--- src/hdl/mpio_pkg.sv ---
`default_nettype none
package mpio_pkg;
  localparam logic [7:0] MPIO_WIDE_DATA = 8'h00;
  localparam logic [7:0] MPIO_WIDE_CONFIG = 8'h04;
  localparam logic [7:0] MPIO_WIDE_PINS = 8'h08;
  localparam logic [7:0] MPIO_SPECIAL_DATA = 8'h0C;
  localparam logic [7:0] MPIO_SPECIAL_CONFIG = 8'h10;
  localparam logic [7:0] MPIO_SPECIAL_PINS = 8'h14;
  localparam logic [7:0] MPIO_NIBBLE_DATA = 8'h18;
  localparam logic [7:0] MPIO_NIBBLE_CONFIG = 8'h1C;
  localparam logic [7:0] MPIO_NIBBLE_PINS = 8'h20;
  localparam logic [7:0] MPIO_INPUT_PINS = 8'h24;
  localparam logic [7:0] MPIO_OUTPUT_DATA = 8'h28;
  localparam logic [7:0] MPIO_REG_RESET = 8'h00;
  localparam logic [7:0] MPIO_OUT_RESET = 8'hFF;
  localparam logic [7:0] MPIO_SPECIAL_CFG_MASK = 8'h3F;
  localparam logic [7:0] MPIO_NIBBLE_MASK = 8'h0F;
  localparam int MPIO_HALT_BIT = 7;
  localparam logic [1:0] MPIO_RESP_OKAY = 2'b00;
  localparam logic [1:0] MPIO_RESP_SLVERR = 2'b10;
endpackage
`default_nettype wire

--- src/hdl/mpio_ports.sv ---
`default_nettype none
module mpio_ports
  import mpio_pkg::*;
(
  input wire logic aclk,
  input wire logic aresetn,
  input wire logic [7:0] s_axi_awaddr,
  input wire logic s_axi_awvalid,
  output logic s_axi_awready,
  input wire logic [31:0] s_axi_wdata,
  input wire logic [3:0] s_axi_wstrb,
  input wire logic s_axi_wvalid,
  output logic s_axi_wready,
  output logic [1:0] s_axi_bresp,
  output logic s_axi_bvalid,
  input wire logic s_axi_bready,
  input wire logic [7:0] s_axi_araddr,
  input wire logic s_axi_arvalid,
  output logic s_axi_arready,
  output logic [31:0] s_axi_rdata,
  output logic [1:0] s_axi_rresp,
  output logic s_axi_rvalid,
  input wire logic s_axi_rready,
  input wire logic [7:0] wide_in,
  output logic [7:0] wide_out,
  output logic [7:0] wide_oe,
  output logic [7:0] wide_pullup,
  input wire logic [7:0] special_in,
  output logic [7:0] special_out,
  output logic [7:0] special_oe,
  output logic [7:0] special_pullup,
  input wire logic [3:0] nibble_in,
  output logic [3:0] nibble_out,
  output logic [3:0] nibble_oe,
  output logic [3:0] nibble_pullup,
  input wire logic [7:0] input_port_in,
  output logic [7:0] output_port,
  output logic halt_req,
  output logic external_interrupt_input,
  output logic timer_io_pin,
  output logic serial_data_in,
  output logic serial_clock_pin,
  output logic oscillator_output_pin
);
  logic [7:0] wide_data, wide_config, special_data, special_config;
  logic [3:0] nibble_data, nibble_config;
  logic [7:0] wide_s1, wide_s2, special_s1, special_s2, input_s1, input_s2;
  logic [3:0] nibble_s1, nibble_s2;
  logic restart_prev;
  logic [7:0] aw_addr, ar_addr;
  logic aw_held, w_held;
  logic [31:0] w_data;
  logic [3:0] w_strb;
  logic do_write, restart_rise;
  logic [7:0] wbyte;
  logic [31:0] next_rdata;
  logic next_rok;

  // Two flops on every pin input; only the second stage is read
  always_ff @(posedge aclk) begin
    if (!aresetn) begin
      {wide_s1, wide_s2, special_s1, special_s2} <= '0;
      {input_s1, input_s2, nibble_s1, nibble_s2} <= '0;
    end else begin
      wide_s1 <= wide_in;
      wide_s2 <= wide_s1;
      special_s1 <= special_in;
      special_s2 <= special_s1;
      nibble_s1 <= nibble_in;
      nibble_s2 <= nibble_s1;
      input_s1 <= input_port_in;
      input_s2 <= input_s1;
    end
  end

  // Write channel: address and data accepted in either order
  always_ff @(posedge aclk) begin
    if (!aresetn) begin
      aw_held <= 1'b0;
      w_held <= 1'b0;
      aw_addr <= '0;
      w_data <= '0;
      w_strb <= '0;
      s_axi_bvalid <= 1'b0;
      s_axi_bresp <= MPIO_RESP_OKAY;
      // Readies are flops so every bus output leaves a register
      s_axi_awready <= 1'b1;
      s_axi_wready <= 1'b1;
    end else begin
      if (s_axi_awvalid && s_axi_awready) begin
        aw_held <= 1'b1;
        aw_addr <= s_axi_awaddr;
        s_axi_awready <= 1'b0;
      end
      if (s_axi_wvalid && s_axi_wready) begin
        w_held <= 1'b1;
        w_data <= s_axi_wdata;
        w_strb <= s_axi_wstrb;
        s_axi_wready <= 1'b0;
      end
      if (do_write) begin
        aw_held <= 1'b0;
        w_held <= 1'b0;
        s_axi_bvalid <= 1'b1;
        s_axi_bresp <= (aw_addr[7:2] <= MPIO_OUTPUT_DATA[7:2] && aw_addr[1:0] == 2'b00)
                       ? MPIO_RESP_OKAY : MPIO_RESP_SLVERR;
      end else if (s_axi_bvalid && s_axi_bready) begin
        s_axi_bvalid <= 1'b0;
        s_axi_awready <= 1'b1;
        s_axi_wready <= 1'b1;
      end
    end
  end
  assign do_write = aw_held && w_held && !s_axi_bvalid;
  assign wbyte = w_data[7:0];

  // Edge on the restart pin, seen only from the synchronised stage
  assign restart_rise = special_s2[MPIO_HALT_BIT] && !restart_prev;

  // Port registers; only byte lane 0 is stored
  always_ff @(posedge aclk) begin
    if (!aresetn) begin
      wide_data <= MPIO_REG_RESET;
      wide_config <= MPIO_REG_RESET;
      special_data <= MPIO_REG_RESET;
      special_config <= MPIO_REG_RESET;
      nibble_data <= MPIO_REG_RESET[3:0];
      nibble_config <= MPIO_REG_RESET[3:0];
      output_port <= MPIO_OUT_RESET;
      restart_prev <= 1'b0;
    end else begin
      restart_prev <= special_s2[MPIO_HALT_BIT];
      if (do_write && w_strb[0]) begin
        case (aw_addr)
          MPIO_WIDE_DATA: wide_data <= wbyte;
          MPIO_WIDE_CONFIG: wide_config <= wbyte;
          MPIO_SPECIAL_DATA: special_data <= wbyte;
          MPIO_SPECIAL_CONFIG: special_config <= wbyte & MPIO_SPECIAL_CFG_MASK;
          MPIO_NIBBLE_DATA: nibble_data <= wbyte[3:0];
          MPIO_NIBBLE_CONFIG: nibble_config <= wbyte[3:0];
          MPIO_OUTPUT_DATA: output_port <= wbyte;
          default: ;
        endcase
      end
      // Restart clears halt bit only if already set; then a same-cycle software write of the bit loses
      if (special_data[MPIO_HALT_BIT] && restart_rise) begin
        special_data[MPIO_HALT_BIT] <= 1'b0;
      end
    end
  end
  assign halt_req = special_data[MPIO_HALT_BIT];

  // Pin drivers: config selects drive, data selects level or pull-up
  always_ff @(posedge aclk) begin
    if (!aresetn) begin
      {wide_out, wide_oe, wide_pullup} <= '0;
      {special_out, special_oe, special_pullup} <= '0;
      {nibble_out, nibble_oe, nibble_pullup} <= '0;
    end else begin
      wide_oe <= wide_config;
      wide_out <= wide_config & wide_data;
      wide_pullup <= ~wide_config & wide_data;
      nibble_oe <= nibble_config;
      nibble_out <= nibble_config & nibble_data;
      nibble_pullup <= ~nibble_config & nibble_data;
      special_oe <= special_config & MPIO_SPECIAL_CFG_MASK;
      special_out <= special_config & special_data & MPIO_SPECIAL_CFG_MASK;
      special_pullup <= ~special_config & special_data & MPIO_SPECIAL_CFG_MASK;
    end
  end

  // Alternate functions fed from synchronised pins; bits 1, 2 and 4 feed none
  always_ff @(posedge aclk) begin
    if (!aresetn) begin
      external_interrupt_input <= 1'b0;
      timer_io_pin <= 1'b0;
      serial_clock_pin <= 1'b0;
      serial_data_in <= 1'b0;
      oscillator_output_pin <= 1'b0;
    end else begin
      external_interrupt_input <= special_s2[0];
      timer_io_pin <= special_s2[3];
      serial_clock_pin <= special_s2[5];
      serial_data_in <= special_s2[6];
      oscillator_output_pin <= special_s2[7];
    end
  end

  // Read path; unimplemented upper bits read as zero
  always_comb begin
    next_rdata = '0;
    next_rok = 1'b1;
    case (s_axi_araddr)
      MPIO_WIDE_DATA: next_rdata[7:0] = wide_data;
      MPIO_WIDE_CONFIG: next_rdata[7:0] = wide_config;
      MPIO_WIDE_PINS: next_rdata[7:0] = wide_s2;
      MPIO_SPECIAL_DATA: next_rdata[7:0] = special_data;
      MPIO_SPECIAL_CONFIG: next_rdata[7:0] = special_config & MPIO_SPECIAL_CFG_MASK;
      MPIO_SPECIAL_PINS: next_rdata[7:0] = special_s2;
      MPIO_NIBBLE_DATA: next_rdata[3:0] = nibble_data;
      MPIO_NIBBLE_CONFIG: next_rdata[3:0] = nibble_config;
      MPIO_NIBBLE_PINS: next_rdata[3:0] = nibble_s2;
      MPIO_INPUT_PINS: next_rdata[7:0] = input_s2;
      MPIO_OUTPUT_DATA: next_rdata[7:0] = output_port;
      default: next_rok = 1'b0;
    endcase
  end

  always_ff @(posedge aclk) begin
    if (!aresetn) begin
      s_axi_rvalid <= 1'b0;
      s_axi_rdata <= '0;
      s_axi_rresp <= MPIO_RESP_OKAY;
      s_axi_arready <= 1'b1;
    end else if (s_axi_arvalid && s_axi_arready) begin
      s_axi_rvalid <= 1'b1;
      s_axi_rdata <= next_rdata;
      s_axi_rresp <= next_rok ? MPIO_RESP_OKAY : MPIO_RESP_SLVERR;
      s_axi_arready <= 1'b0;
    end else if (s_axi_rvalid && s_axi_rready) begin
      s_axi_rvalid <= 1'b0;
      s_axi_arready <= 1'b1;
    end
  end

  a_special_cfg_read: assert property (@(posedge aclk) disable iff (!aresetn)
    s_axi_rvalid && $past(s_axi_arvalid && s_axi_arready && s_axi_araddr == MPIO_SPECIAL_CONFIG)
    |-> s_axi_rdata[7:6] == 2'b00) else $error("special config upper bits nonzero");
  a_input_never_drive: assert property (@(posedge aclk) disable iff (!aresetn)
    special_oe[7:6] == 2'b00) else $error("input-only pin driven");
  a_out_reset_high: assert property (@(posedge aclk)
    !aresetn |=> output_port == MPIO_OUT_RESET) else $error("output port not high");
  a_reset_clears: assert property (@(posedge aclk)
    !aresetn |=> wide_oe == 8'h00 && special_oe == 8'h00 && nibble_oe == 4'h0)
    else $error("ports not released by reset");
  a_drive_decode: assert property (@(posedge aclk) disable iff (!aresetn)
    ##1 (wide_oe == $past(wide_config) && wide_pullup == ($past(~wide_config & wide_data))))
    else $error("wide decode wrong");
  a_special_decode: assert property (@(posedge aclk) disable iff (!aresetn)
    (special_out & ~special_oe) == 8'h00 && (special_pullup & special_oe) == 8'h00)
    else $error("special drives high while off");
  a_halt_set: assert property (@(posedge aclk) disable iff (!aresetn)
    do_write && w_strb[0] && aw_addr == MPIO_SPECIAL_DATA && wbyte[7] && !restart_rise
    |=> halt_req) else $error("halt not requested");
  a_halt_restart: assert property (@(posedge aclk) disable iff (!aresetn)
    halt_req && restart_rise |=> !halt_req) else $error("halt not cleared");
  a_nibble_read: assert property (@(posedge aclk) disable iff (!aresetn)
    s_axi_rvalid |-> s_axi_rdata[31:8] == 24'h0) else $error("upper read bits set");
  a_pins_read: assert property (@(posedge aclk) disable iff (!aresetn)
    s_axi_arvalid && s_axi_arready && s_axi_araddr == MPIO_WIDE_PINS
    |=> s_axi_rdata[7:0] == $past(wide_s2)) else $error("pin read wrong");

  // Register, decode, read-path and write-response checks
  a_wide_write: assert property (@(posedge aclk) disable iff (!aresetn)
    do_write && w_strb[0] && aw_addr == MPIO_WIDE_DATA
    |=> wide_data == $past(wbyte))
    else $error("wide data write lost");
  a_special_cfg_mask: assert property (@(posedge aclk) disable iff (!aresetn)
    do_write && w_strb[0] && aw_addr == MPIO_SPECIAL_CONFIG
    |=> special_config == ($past(wbyte) & MPIO_SPECIAL_CFG_MASK))
    else $error("special config mask wrong");
  a_nibble_decode: assert property (@(posedge aclk) disable iff (!aresetn)
    ##1 (nibble_oe == $past(nibble_config)
    && nibble_pullup == $past(~nibble_config & nibble_data)))
    else $error("nibble decode wrong");
  a_wide_level: assert property (@(posedge aclk) disable iff (!aresetn)
    ##1 (wide_out == $past(wide_config & wide_data)
    && nibble_out == $past(nibble_config & nibble_data)))
    else $error("driven level wrong");
  a_special_pull: assert property (@(posedge aclk) disable iff (!aresetn)
    ##1 (special_pullup == ($past(~special_config & special_data) & MPIO_SPECIAL_CFG_MASK)
    && special_out == ($past(special_config & special_data) & MPIO_SPECIAL_CFG_MASK)))
    else $error("special decode wrong");
  a_alt_functions: assert property (@(posedge aclk) disable iff (!aresetn)
    {oscillator_output_pin, serial_data_in, serial_clock_pin, timer_io_pin,
    external_interrupt_input} == $past({special_s2[7:5], special_s2[3], special_s2[0]}))
    else $error("alternate function wrong");
  a_special_pins: assert property (@(posedge aclk) disable iff (!aresetn)
    s_axi_arvalid && s_axi_arready && s_axi_araddr == MPIO_SPECIAL_PINS
    |=> s_axi_rdata[7:0] == $past(special_s2))
    else $error("special pin read wrong");
  a_input_read: assert property (@(posedge aclk) disable iff (!aresetn)
    s_axi_arvalid && s_axi_arready && s_axi_araddr == MPIO_INPUT_PINS
    |=> s_axi_rdata[7:0] == $past(input_s2))
    else $error("input port read wrong");
  a_nibble_upper: assert property (@(posedge aclk) disable iff (!aresetn)
    s_axi_arvalid && s_axi_arready && (s_axi_araddr == MPIO_NIBBLE_DATA
    || s_axi_araddr == MPIO_NIBBLE_CONFIG || s_axi_araddr == MPIO_NIBBLE_PINS)
    |=> s_axi_rdata[7:4] == 4'h0) else $error("nibble upper bits set");
  a_reset_regs: assert property (@(posedge aclk)
    !aresetn |=> wide_data == 8'h00 && wide_config == 8'h00 && special_data == 8'h00
    && special_config == 8'h00 && nibble_data == 4'h0 && nibble_config == 4'h0)
    else $error("registers not cleared by reset");
  a_halt_hold: assert property (@(posedge aclk) disable iff (!aresetn)
    halt_req && !restart_rise && !(do_write && w_strb[0] && aw_addr == MPIO_SPECIAL_DATA)
    |=> halt_req)
    else $error("halt dropped early");
  a_write_answer: assert property (@(posedge aclk) disable iff (!aresetn)
    do_write && aw_addr == MPIO_WIDE_CONFIG
    |=> s_axi_bvalid && s_axi_bresp == MPIO_RESP_OKAY)
    else $error("write response missing");
  a_read_answer: assert property (@(posedge aclk) disable iff (!aresetn)
    s_axi_arvalid && s_axi_arready
    |=> s_axi_rvalid)
    else $error("read response missing");
endmodule
`default_nettype wire

--- config.mk ---
export PLATFORM = sky130hd
export DESIGN_NAME = mpio_ports
export DESIGN_NICKNAME = d
export VERILOG_FILES = /design/src/hdl/mpio_pkg.sv /design/src/hdl/mpio_ports.sv
export SDC_FILE = /design/constraint.sdc
export NUM_CORES = 1
export LEC_CHECK = 0
export BUFFER_PORTS_ARGS = -buffer_cell sky130_fd_sc_hd__buf_2
export CAP_MARGIN = 10
export CORE_MARGIN = 2
export CORE_UTILIZATION = 40
export CTS_CLUSTER_SIZE = 28
export DETAILED_ROUTE_END_ITERATION = 7
export PLACE_DENSITY = 0.67
export SYNTH_ARGS = -nofsm -noshare
export SYNTH_HDL_FRONTEND = slang
export SYNTH_SLANG_ARGS = --single-unit
export TNS_END_PERCENT = 50
--- constraint.sdc ---
create_clock -name aclk -period 1.6 [get_ports aclk]
set_input_delay 0.16 -clock aclk [delete_from_list [all_inputs] [get_ports aclk]]
set_output_delay 0.16 -clock aclk [all_outputs]
set_load 0.02 [all_outputs]
==> run metrics, run 1 <==
WL/cell 15.1 µm; async set-reset flop share out of synthesis 0%; Fmax around 600 MHz; Setup crit end kind flop; fin crit period ~1.7 ns; number of synthesized flops with an enable pin 0; drt total wl 17.7 mm; Iteration-0 DRC Markers 305; Arrival @ worst endpoint 2.03 ns; Yosys Warn Count 0; total CTS buffers 17; number of fillers in the final layout 1579; Pre-Repair DR Iteration Count 5; Synth Cell Area 7070 µm²; Final Hold Viols 0; Final ANT Viol Nets 0; Multi-input gate area 2970 µm²; antenna violations before repair 0; RSZ-0062 raised after global routing yes; global-route usage over all layers 19.4%; Port Buffers 142; hpwl dp 12.6 mm; full die area approximately 19000 µm²; CTS root buffer clkbuf_16; crit path launch type flop; mean cell area of the mapped netlist 9.81 µm²; drt via density 4.76; sequential-to-total area share from yosys stat a little under three fifths; area leader, netlist dfxtp_1; hold slack 0.00595 ns; fin. max-slew vios 0; gpl congestion between 0.8 and 0.9; H-tree levels 4; status complete, but fails checks; Worst Tran Pin Value ~0.52 ns; first-pass GRT wire length 27.4 mm; Worst VDD drop approximately 0.81 mV; final net count 1024; top-area cell type share of the netlist area 55.3%; I/O pins 202; post-route cell area 9370 µm²; clock buffer depth 2; crit path kind reg -> reg; worst setup margin -0.104 ns; Lkg Pwr ~0.0042 µW; pwr/cell area 1050 nW/µm²; Area Overhead vs Synth 32.6%; clk sinks 195; DRC 0; Clock Skews 0.00881 ns; Data required, critical path between 1.5 and 2 ns; antenna diode instance count 0; violated checks setup timing; Synth area leaders dfxtp_1, and2_1, nand2_1, buf_4, a21boi_0; worst skew pair latency between 0.4 and 0.5 ns; CTS tree done; Reg clk slew, reported paths approximately 0.07 ns; largest net degree at the start of global routing 60; Die Wd ~140 µm; final setup fails 40; post-synthesis instance total 720; Via Count about 5.6k; fraction of layout cells with a size suffix above 1 approximately 29%; register area just under 4000 µm²; post-layout util 54.2%; Tot Pwr 9800 µW; placed instance area approximately 8000 µm²; Seq cells post-synth 195; total grt overflow 0; Hold WC Path Type in -> reg; Final period util 106%; Distinct cells, synth 53; Crit Path Max Fanout 6; row cnt 48; max_cap viols 0; vias in the first global route 5140; Slew HR 65.6%; Top FF cell, synth dfxtp_1; Initial Util 40.8%; die height 137 µm; CORE AREA around 17000 µm²
## path summary, 6_finish.rpt
check,startpoint,endpoint,slack (ns),cells after the start
max reg2reg,aw_addr[7],special_config[4],-0.10,5
min reg2reg,special_s1[2],special_s2[2],0.43,1
max,aw_addr[7],special_config[4],-0.10,5
min,s_axi_rready,s_axi_rvalid,0.006,3
## repair_timing
action                                 4_1_cts  5_1_grt
setup endpoints to repair                   37       46
pin swaps                                    3       14
gates cloned                                 1        0
buffers inserted                             1        1
endpoints found under the hold margin       44        1
hold buffers                                44        1
gates resized for setup                      7       49
## cell type report
class	count	share of cell area, %
clock inverter	14	1.55
sequential	195	41.7
multi-input combinational	480	31.7
clock buffer	17	4.54
tap	225	3.00
inverter	4	0.160
timing repair buffer	239	17.3
## per-stage QoR
| stage | setup WS [ns] | TNS (ns) | instances |
|---|---|---|---|
| finish | -0.104 | -1.81 | 1174 |
| global route | -0.174 | -4.90 | 1174 |
| detailed placement | -0.126 | -1.91 | 1095 |
| floorplan | -0.0828 | -0.402 | 751 |
| global placement | -0.118 | -1.36 | 1095 |
| CTS | -0.0756 | -0.960 | 1172 |
## where the power goes
part | switching, µW | total, µW | internal (µW)
registers | 86.9 | 5050 | 4960
clock network | 1970 | 4040 | 2070
logic | 377 | 715 | 338
total | 2430 | 9800 | 7370
## cell usage after synthesis, drive strengths merged, types with 3 or more instances
library cell,instances
nand4,4
nor3,6
nor2b,10
nand3,33
dfxtp,195
a31oi,5
buf,44
inv,4
nand2b,4
mux4,6
mux2i,21
a22o,5
nor2,26
nand2,107
clkbuf,29
a32o,4
and2,85
and3,21
a21oi,5
a22oi,4
o211ai,3
a21boi,28
nor4,5
o21ai,43
## worst max-delay path: stages (launching register included)
cell and delay [ns]:
dfxtp_2 0.33, nor4_4 0.34, nand3_4 0.15, or4b_4 0.63
nand2_2 0.10, o21ai_2 0.05
## metal layers
| metal | GRT usage [%] | vias to the layer above | wire, µm |
|---|---|---|---|
| met5 | 0 | - | 0 |
| met4 | 7.39 | 0 | 346 |
| met3 | 5.33 | 21 | 1210 |
| met2 | 30.4 | 184 | 8130 |
| met1 | 25.5 | 2572 | 8030 |
| li1 | - | 2813 | - |
## layout by cell type (no fill, tap or decap), types with 7 or more instances in the layout
master / instances
buf_4: 44
o21ai_1: 15
nor2_1: 25
nand2_2: 16
nand2_1: 91
clkbuf_16: 17
o21ai_2: 7
dlygate4sd3_1: 45
o21ai_0: 21
nand3_1: 27
and2_1: 85
buf_2: 141
mux2i_1: 21
dfxtp_1: 192
nor2b_1: 10
conb_1: 32
and3_1: 19
a21boi_0: 20
## logic make-up (layout without fill, tap and decap cells)
kind of cell           after synthesis  count (layout)  share of synthesized area, %
AND/OR/NAND/NOR                    310             311                          23.0
flip-flops                         195             195                          55.3
buffers and inverters               77             274                          6.04
multiplexers                        28              28                          5.05
AO/OA/AOI/OAI                      109             109                          10.6
other                                1              32                        0.0531
(Power assumes the default switching activity.)
==> run 2: changes to the inputs <==
- PLACE_DENSITY: 0.67 -> 0.68
==> run 2 against run 1 <==
Against the previous run:
- the run still ends with setup timing left
- first-iteration DRC count is 3.6% higher
- highest routed layer unchanged
- largest cell class unchanged
- worst hold slack better by 0.016 ns
- utilization is 0.072 points lower
- via count is 0.54% higher
==> run metrics, run 2 (synthesis results as in run 1) <==
status complete, but fails checks (unchanged); violated checks setup timing (unchanged); leading cell type in the layout, fill and taps excluded dfxtp_1 (unchanged); crit path kind reg -> reg (unchanged); hpwl dp 12.7 mm (was 12.6 mm); CTS root buffer clkbuf_16 (unchanged); global-route usage over all layers 19.3% (was 19.4%); Fmax 587 MHz (about the same); fin. max-slew vios 0 (unchanged); DRC 0 (unchanged); row cnt 48 (unchanged); most frequent cells in the layout dfxtp_1, buf_2, nand2_1 (unchanged); reg2reg setup slack -0.10 ns (about the same); total CTS buffers 17 (unchanged); Arrival @ worst endpoint 2.03 ns (about the same); Internal Power 7400 µW (was 7370 µW); switching part of the total 24.4% (was 24.8%); Clk pwr share 41.1% (was 41.2%); clock buffer depth 2 (unchanged); worst setup margin -0.102 ns (was -0.104 ns); CORE AREA 17300 µm² (unchanged); post-layout util 54.1% (was 54.2%); Initial Util 40.8% (unchanged); Port Buffers 142 (unchanged); Via Count 5620 (was 5590); ordered list of cells on the worst path nor4_4, nand3_4, or4b_4, nand2_1, o21ai_2 (was nor4_4, nand3_4, or4b_4, nand2_2, o21ai_2); Worst VDD drop 0.777 mV (was 0.815 mV); Final ANT Viol Nets 0 (unchanged); Comb power frac 7.3% (about the same); Slew HR 65.9% (was 65.6%); H-tree levels 4 (unchanged); Hold WC Path Type in -> reg (unchanged); pwr/cell area 1050 nW/µm² (about the same); Hold Path Stages 3 (unchanged); CP max stage delay 0.59 ns (was 0.63 ns); number of fillers in the final layout 1537 (was 1579); Setup crit end kind flop (unchanged); Area Overhead vs Synth 32.4% (was 32.6%); fin crit period 1.70 ns (about the same); r2r endpoint special_config[0] (was special_config[4]); antenna violations before repair 0 (unchanged); WL/cell 15.1 µm (about the same); max_cap viols 0 (unchanged); Lkg Pwr 0.00417 µW (about the same); I/O pins 202 (unchanged); sw power 2390 µW (was 2430 µW); CTS tree done (unchanged); Iteration-0 DRC Markers 316 (was 305); Sequential Power Share 51.6% (was 51.5%); gpl congestion 0.898 (was 0.864); Final period util 106% (about the same); RSZ-0062 raised after global routing yes (unchanged); antenna diode instance count 0 (unchanged); Clock Skews 0.00949 ns (was 0.00881 ns); total grt overflow 0 (unchanged); clk sinks 195 (unchanged); CP max-delay cell or4b_4 (unchanged); Data required, critical path 1.92 ns (was 1.93 ns); hold slack 0.0219 ns (was 0.00595 ns); Crit Path Max Fanout 6 (unchanged); Reg clk slew, reported paths 0.07 ns (about the same); fraction of layout cells with a size suffix above 1 28.9% (was 29.3%); Layout Cells excl Fill 1178 (was 1174); Worst Tran Pin Value 0.505 ns (was 0.515 ns); Tot Pwr 9780 µW (was 9800 µW); R2R depth 5 (unchanged); Pre-Repair DR Iteration Count 4 (was 5); vias in the first global route 5234 (was 5140); Critical Path Start aw_addr[7] (unchanged); full die area 18700 µm² (unchanged); crit path launch type flop (unchanged); drt via density 4.77 (was 4.76); post-placement cell count 1093 (was 1095); Worst R2R Start aw_addr[7] (unchanged); final setup fails 26 (was 40); largest net degree at the start of global routing 68 (was 60); die height 137 µm (unchanged); drt total wl 17.8 mm (was 17.7 mm); worst skew pair latency 0.43 ns (about the same); first-pass GRT wire length 27.4 mm (about the same); Final Hold Viols 0 (unchanged); crit path capture special_config[0] (was special_config[4]); final net count 1027 (was 1024); Die Wd 137 µm (unchanged)
[run 2: final cells by class]
type                    count  area, µm²  share of cell area [%]
flip-flops and latches    195       3910                    41.7
inverters                   4       15.0                   0.160
well taps                 225        282                    3.01
repair buffers            242       1620                    17.3
clock inverters            12        114                    1.22
multi-input cells         480       2970                    31.8
clock buffers              20        447                    4.77
[run 2: how the worst min path moves through the flow]
stage,start,endpoint
6_report,s_axi_wdata[0],w_data[0]
3_3_place_gp,special_in[6],special_s1[6]
4_1_cts,s_axi_wdata[0],w_data[0]
2_1_floorplan,s_axi_wvalid,s_axi_wready
5_1_grt,s_axi_wdata[0],w_data[0]
3_5_place_dp,input_port_in[5],input_s1[5]
[run 2: per-stage QoR]
| stage | setup slack, ns | instance area [µm²] | TNS, ns |
|---|---|---|---|
| floorplan | -0.0828 | 7230 | -0.402 |
| global placement | -0.155 | 8170 | -1.73 |
| detailed placement | -0.184 | 8170 | -2.92 |
| CTS | -0.107 | 9280 | -1.07 |
| global route | -0.180 | 9360 | -4.76 |
| finish | -0.102 | 9360 | -0.981 |
[run 2: worst max-delay path, delay by kind of cell, from the launching register on]
kind	cells	cell delay, ns
and+or+nand+nor	4	1.21
DFF	1	0.34
AOI/OAI and AO/OA	1	0.05
[run 2: metal layers]
| metal | GRT usage [%] | vias up | part of all wire, % |
|---|---|---|---|
| met5 | 0 | - | 0 |
| met4 | 7.22 | 0 | 1.8 |
| met3 | 5.48 | 23 | 6.6 |
| met2 | 31.1 | 192 | 47 |
| met1 | 24.8 | 2584 | 45 |
| li1 | - | 2821 | - |
[run 2: power by group through the flow]
| stage | registers (µW) | logic, µW | clock network (µW) |
|---|---|---|---|
| after floorplan | 5140 | 411 | 0 |
| after global placement | 5150 | 597 | 0 |
| after detailed placement | 5150 | 602 | 0 |
| after CTS | 5040 | 707 | 4110 |
| after global routing | 5050 | 783 | 4280 |
| final | 5040 | 718 | 4020 |
[run 2: timing repair]
| action | 4_1_cts | 5_1_grt |
|---|---|---|
| buffers inserted | 3 | 2 |
| resized for setup | 28 | 22 |
| setup endpoints to repair | 35 | 46 |
| hold buffers | 47 | 0 |
| endpoints found under the hold margin | 47 | 0 |
| cloned | 1 | 0 |
| pin swaps | 10 | 12 |
==> run 3: changes to the inputs <==
==> constraint.sdc (replaced) <==
create_clock -name aclk -period 1.6 [get_ports aclk]
set_input_delay 0 -clock aclk [delete_from_list [all_inputs] [get_ports aclk]]
set_output_delay 0 -clock aclk [all_outputs]
set_load 0.02 [all_outputs]
==> run 3 against run 2 <==
Against the previous run:
- the run still ends with setup timing left
- sequential power barely moved
- count of clock-buffer cells in the layout fell by 3
- wire length increased by 4.1%
- final cell count up 0.17%
- global-route usage up 0.62 points
- utilization is 0.065 points higher
- maximum frequency decreased by 4.1%
- worst setup slack got worse by 0.073 ns
- clock skew grew 0.0024 ns
- register-to-register slack got worse by 0.07 ns
- design area is 0.12% higher
- combinational power increased by 2%
- largest cell class unchanged
==> run metrics, run 3 (synthesis results as in run 1) <==
first-pass GRT wire length 28.1 mm (was 27.4 mm); Data required, critical path 1.93 ns (was 1.92 ns); Setup crit end kind flop (unchanged); post-route cell area 9370 µm² (was 9360 µm²); CTS root buffer clkbuf_16 (unchanged); Lkg Pwr 0.00416 µW (was 0.00417 µW); largest net degree at the start of global routing 78 (was 68); Iteration-0 DRC Markers 301 (was 316); pwr/cell area 1040 nW/µm² (was 1050 nW/µm²); Final period util 111% (was 106%); most frequent cells in the layout dfxtp_1, buf_2, nand2_1 (unchanged); global-route usage over all layers 20.0% (was 19.3%); drt via density 4.81 (was 4.77); CORE AREA 17300 µm² (unchanged); final net count 1030 (was 1027); I/O pins 202 (unchanged); Pre-Repair DR Iteration Count 4 (unchanged); Fmax 563 MHz (was 587 MHz); Reg clk slew, reported paths 0.07 ns (about the same); clock buffer depth 2 (unchanged); r2r endpoint special_config[5] (was special_config[0]); status complete, but fails checks (unchanged); reg2reg setup slack -0.18 ns (was -0.10 ns); fin. max-slew vios 0 (unchanged); Crit Path Max Fanout 6 (unchanged); crit path launch type flop (unchanged); vias in the first global route 5307 (was 5234); final setup fails 46 (was 26); crit path kind reg -> reg (unchanged); worst setup margin -0.175 ns (was -0.102 ns); Final ANT Viol Nets 0 (unchanged); Clock Skews 0.0119 ns (was 0.00949 ns); worst skew pair latency 0.43 ns (about the same); Die Wd 137 µm (unchanged); CTS tree done (unchanged); Worst VDD drop 0.847 mV (was 0.777 mV); placed instance area 8050 µm² (was 8170 µm²); Endpoint, Worst Hold s_axi_rdata[2] (was w_data[0]); leading cell type in the layout, fill and taps excluded dfxtp_1 (unchanged); antenna violations before repair 1 (was 0); die height 137 µm (unchanged); number of fillers in the final layout 1570 (was 1537); fin crit period 1.78 ns (was 1.70 ns); full die area 18700 µm² (unchanged); Arrival @ worst endpoint 2.10 ns (was 2.03 ns); fraction of layout cells with a size suffix above 1 26.4% (was 28.9%); Worst R2R Start aw_addr[0] (was aw_addr[7]); Hold Path Stages 5 (was 3); violated checks setup timing (unchanged); Hold WC Path Type in -> reg (unchanged); Initial Util 40.8% (unchanged); max_cap viols 0 (unchanged); hold wc startpoint s_axi_araddr[1] (was s_axi_wdata[0]); hold slack 0.0471 ns (was 0.0219 ns); H-tree levels 4 (unchanged); gpl congestion 0.907 (was 0.898); clk sinks 195 (unchanged); RSZ-0062 raised after global routing yes (unchanged); DRC 0 (unchanged); R2R depth 5 (unchanged); drt total wl 18.5 mm (was 17.8 mm); Via Count 5677 (was 5620); total CTS buffers 17 (unchanged); Final Hold Viols 0 (unchanged); Area Overhead vs Synth 32.6% (was 32.4%); hpwl dp 12.7 mm (about the same); row cnt 48 (unchanged); Worst Tran Pin Value 0.578 ns (was 0.505 ns); total grt overflow 0 (unchanged); Port Buffers 142 (unchanged); Slew HR 61.4% (was 65.9%); WL/cell 15.7 µm (was 15.1 µm)
-- run 3: changes by cell type in the layout (fill, tap and decap cells not counted), moves of 2 or more --
cell / delta
clkbuf_1: -2
nand2_1: +7
nand3_2: -3
dlygate4sd3_1: +18
o21ai_1: -3
inv_6: +3
dfxtp_2: +2
buf_4: -15
nand2_2: -7
o21ai_0: +3
dfxtp_1: -2
nand3_1: +4
-- run 3: repair_timing --
action	in CTS	in global routing
endpoints found under the setup margin	35	53
hold buffers	66	0
gates resized for setup	14	25
hold endpoints to repair	58	0
cloned	1	0
pin swaps	6	10
setup buffers	1	2
-- run 3: worst max path at each step --
stage,startpoint,end,cells past startpoint
finish,aw_addr[0],special_config[5],5
floorplan,aw_addr[7],special_config[2],6
global route,aw_addr[0],special_config[1],5
detailed placement,aw_addr[7],special_config[0],5
global placement,aw_addr[7],special_config[0],5
CTS,aw_addr[0],special_config[1],5
-- run 3: layout make-up --
type                            count  area (µm²)  share of cell area, %
Sequential cell                   195        3910                   41.7
Multi-Input combinational cell    480        2940                   31.3
Timing Repair Buffer              245        1680                   18.0
Clock buffer                       17         425                   4.54
Tap cell                          225         282                   3.01
Clock inverter                     13         118                   1.26
Inverter                            4        15.0                  0.160
Antenna cell                        1        2.50                 0.0267
-- run 3: metal layers --
metal	global-route usage [%]	share of wire, %	vias to the layer above
li1	-	-	2824
met1	25.5	44	2627
met2	32.4	46	196
met3	5.19	7.3	30
met4	7.67	2.3	0
met5	0	0	-
-- run 3: power breakdown --
part / leakage [µW] / total, µW / internal (µW) / switching (µW)
clock: 0.000271 / 3960 / 2030 / 1930
combinational: 0.00230 / 734 / 343 / 391
sequential: 0.00159 / 5040 / 4960 / 82.5
-- run 3: metrics by stage --
stage | instances | total power, µW | worst slack, ns | setup TNS [ns] | utilization (%)
floorplan | 751 | 5550 | -0.0828 | -0.402 | -
CTS | 1177 | 9820 | -0.103 | -1.13 | 53.8
detailed placement | 1079 | 5720 | -0.176 | -2.28 | 46.6
global placement | 1079 | 5720 | -0.159 | -1.66 | 46.6
finish | 1180 | 9740 | -0.175 | -3.52 | 54.2
global route | 1180 | 10100 | -0.230 | -7.31 | 54.2
-- run 3: critical path: stages (launching register included) --
cell	delay, ns
dfxtp_2	0.34
nor4_4	0.38
nand3_4	0.18
or4b_4	0.61
nand2_2	0.11
o21ai_2	0.05
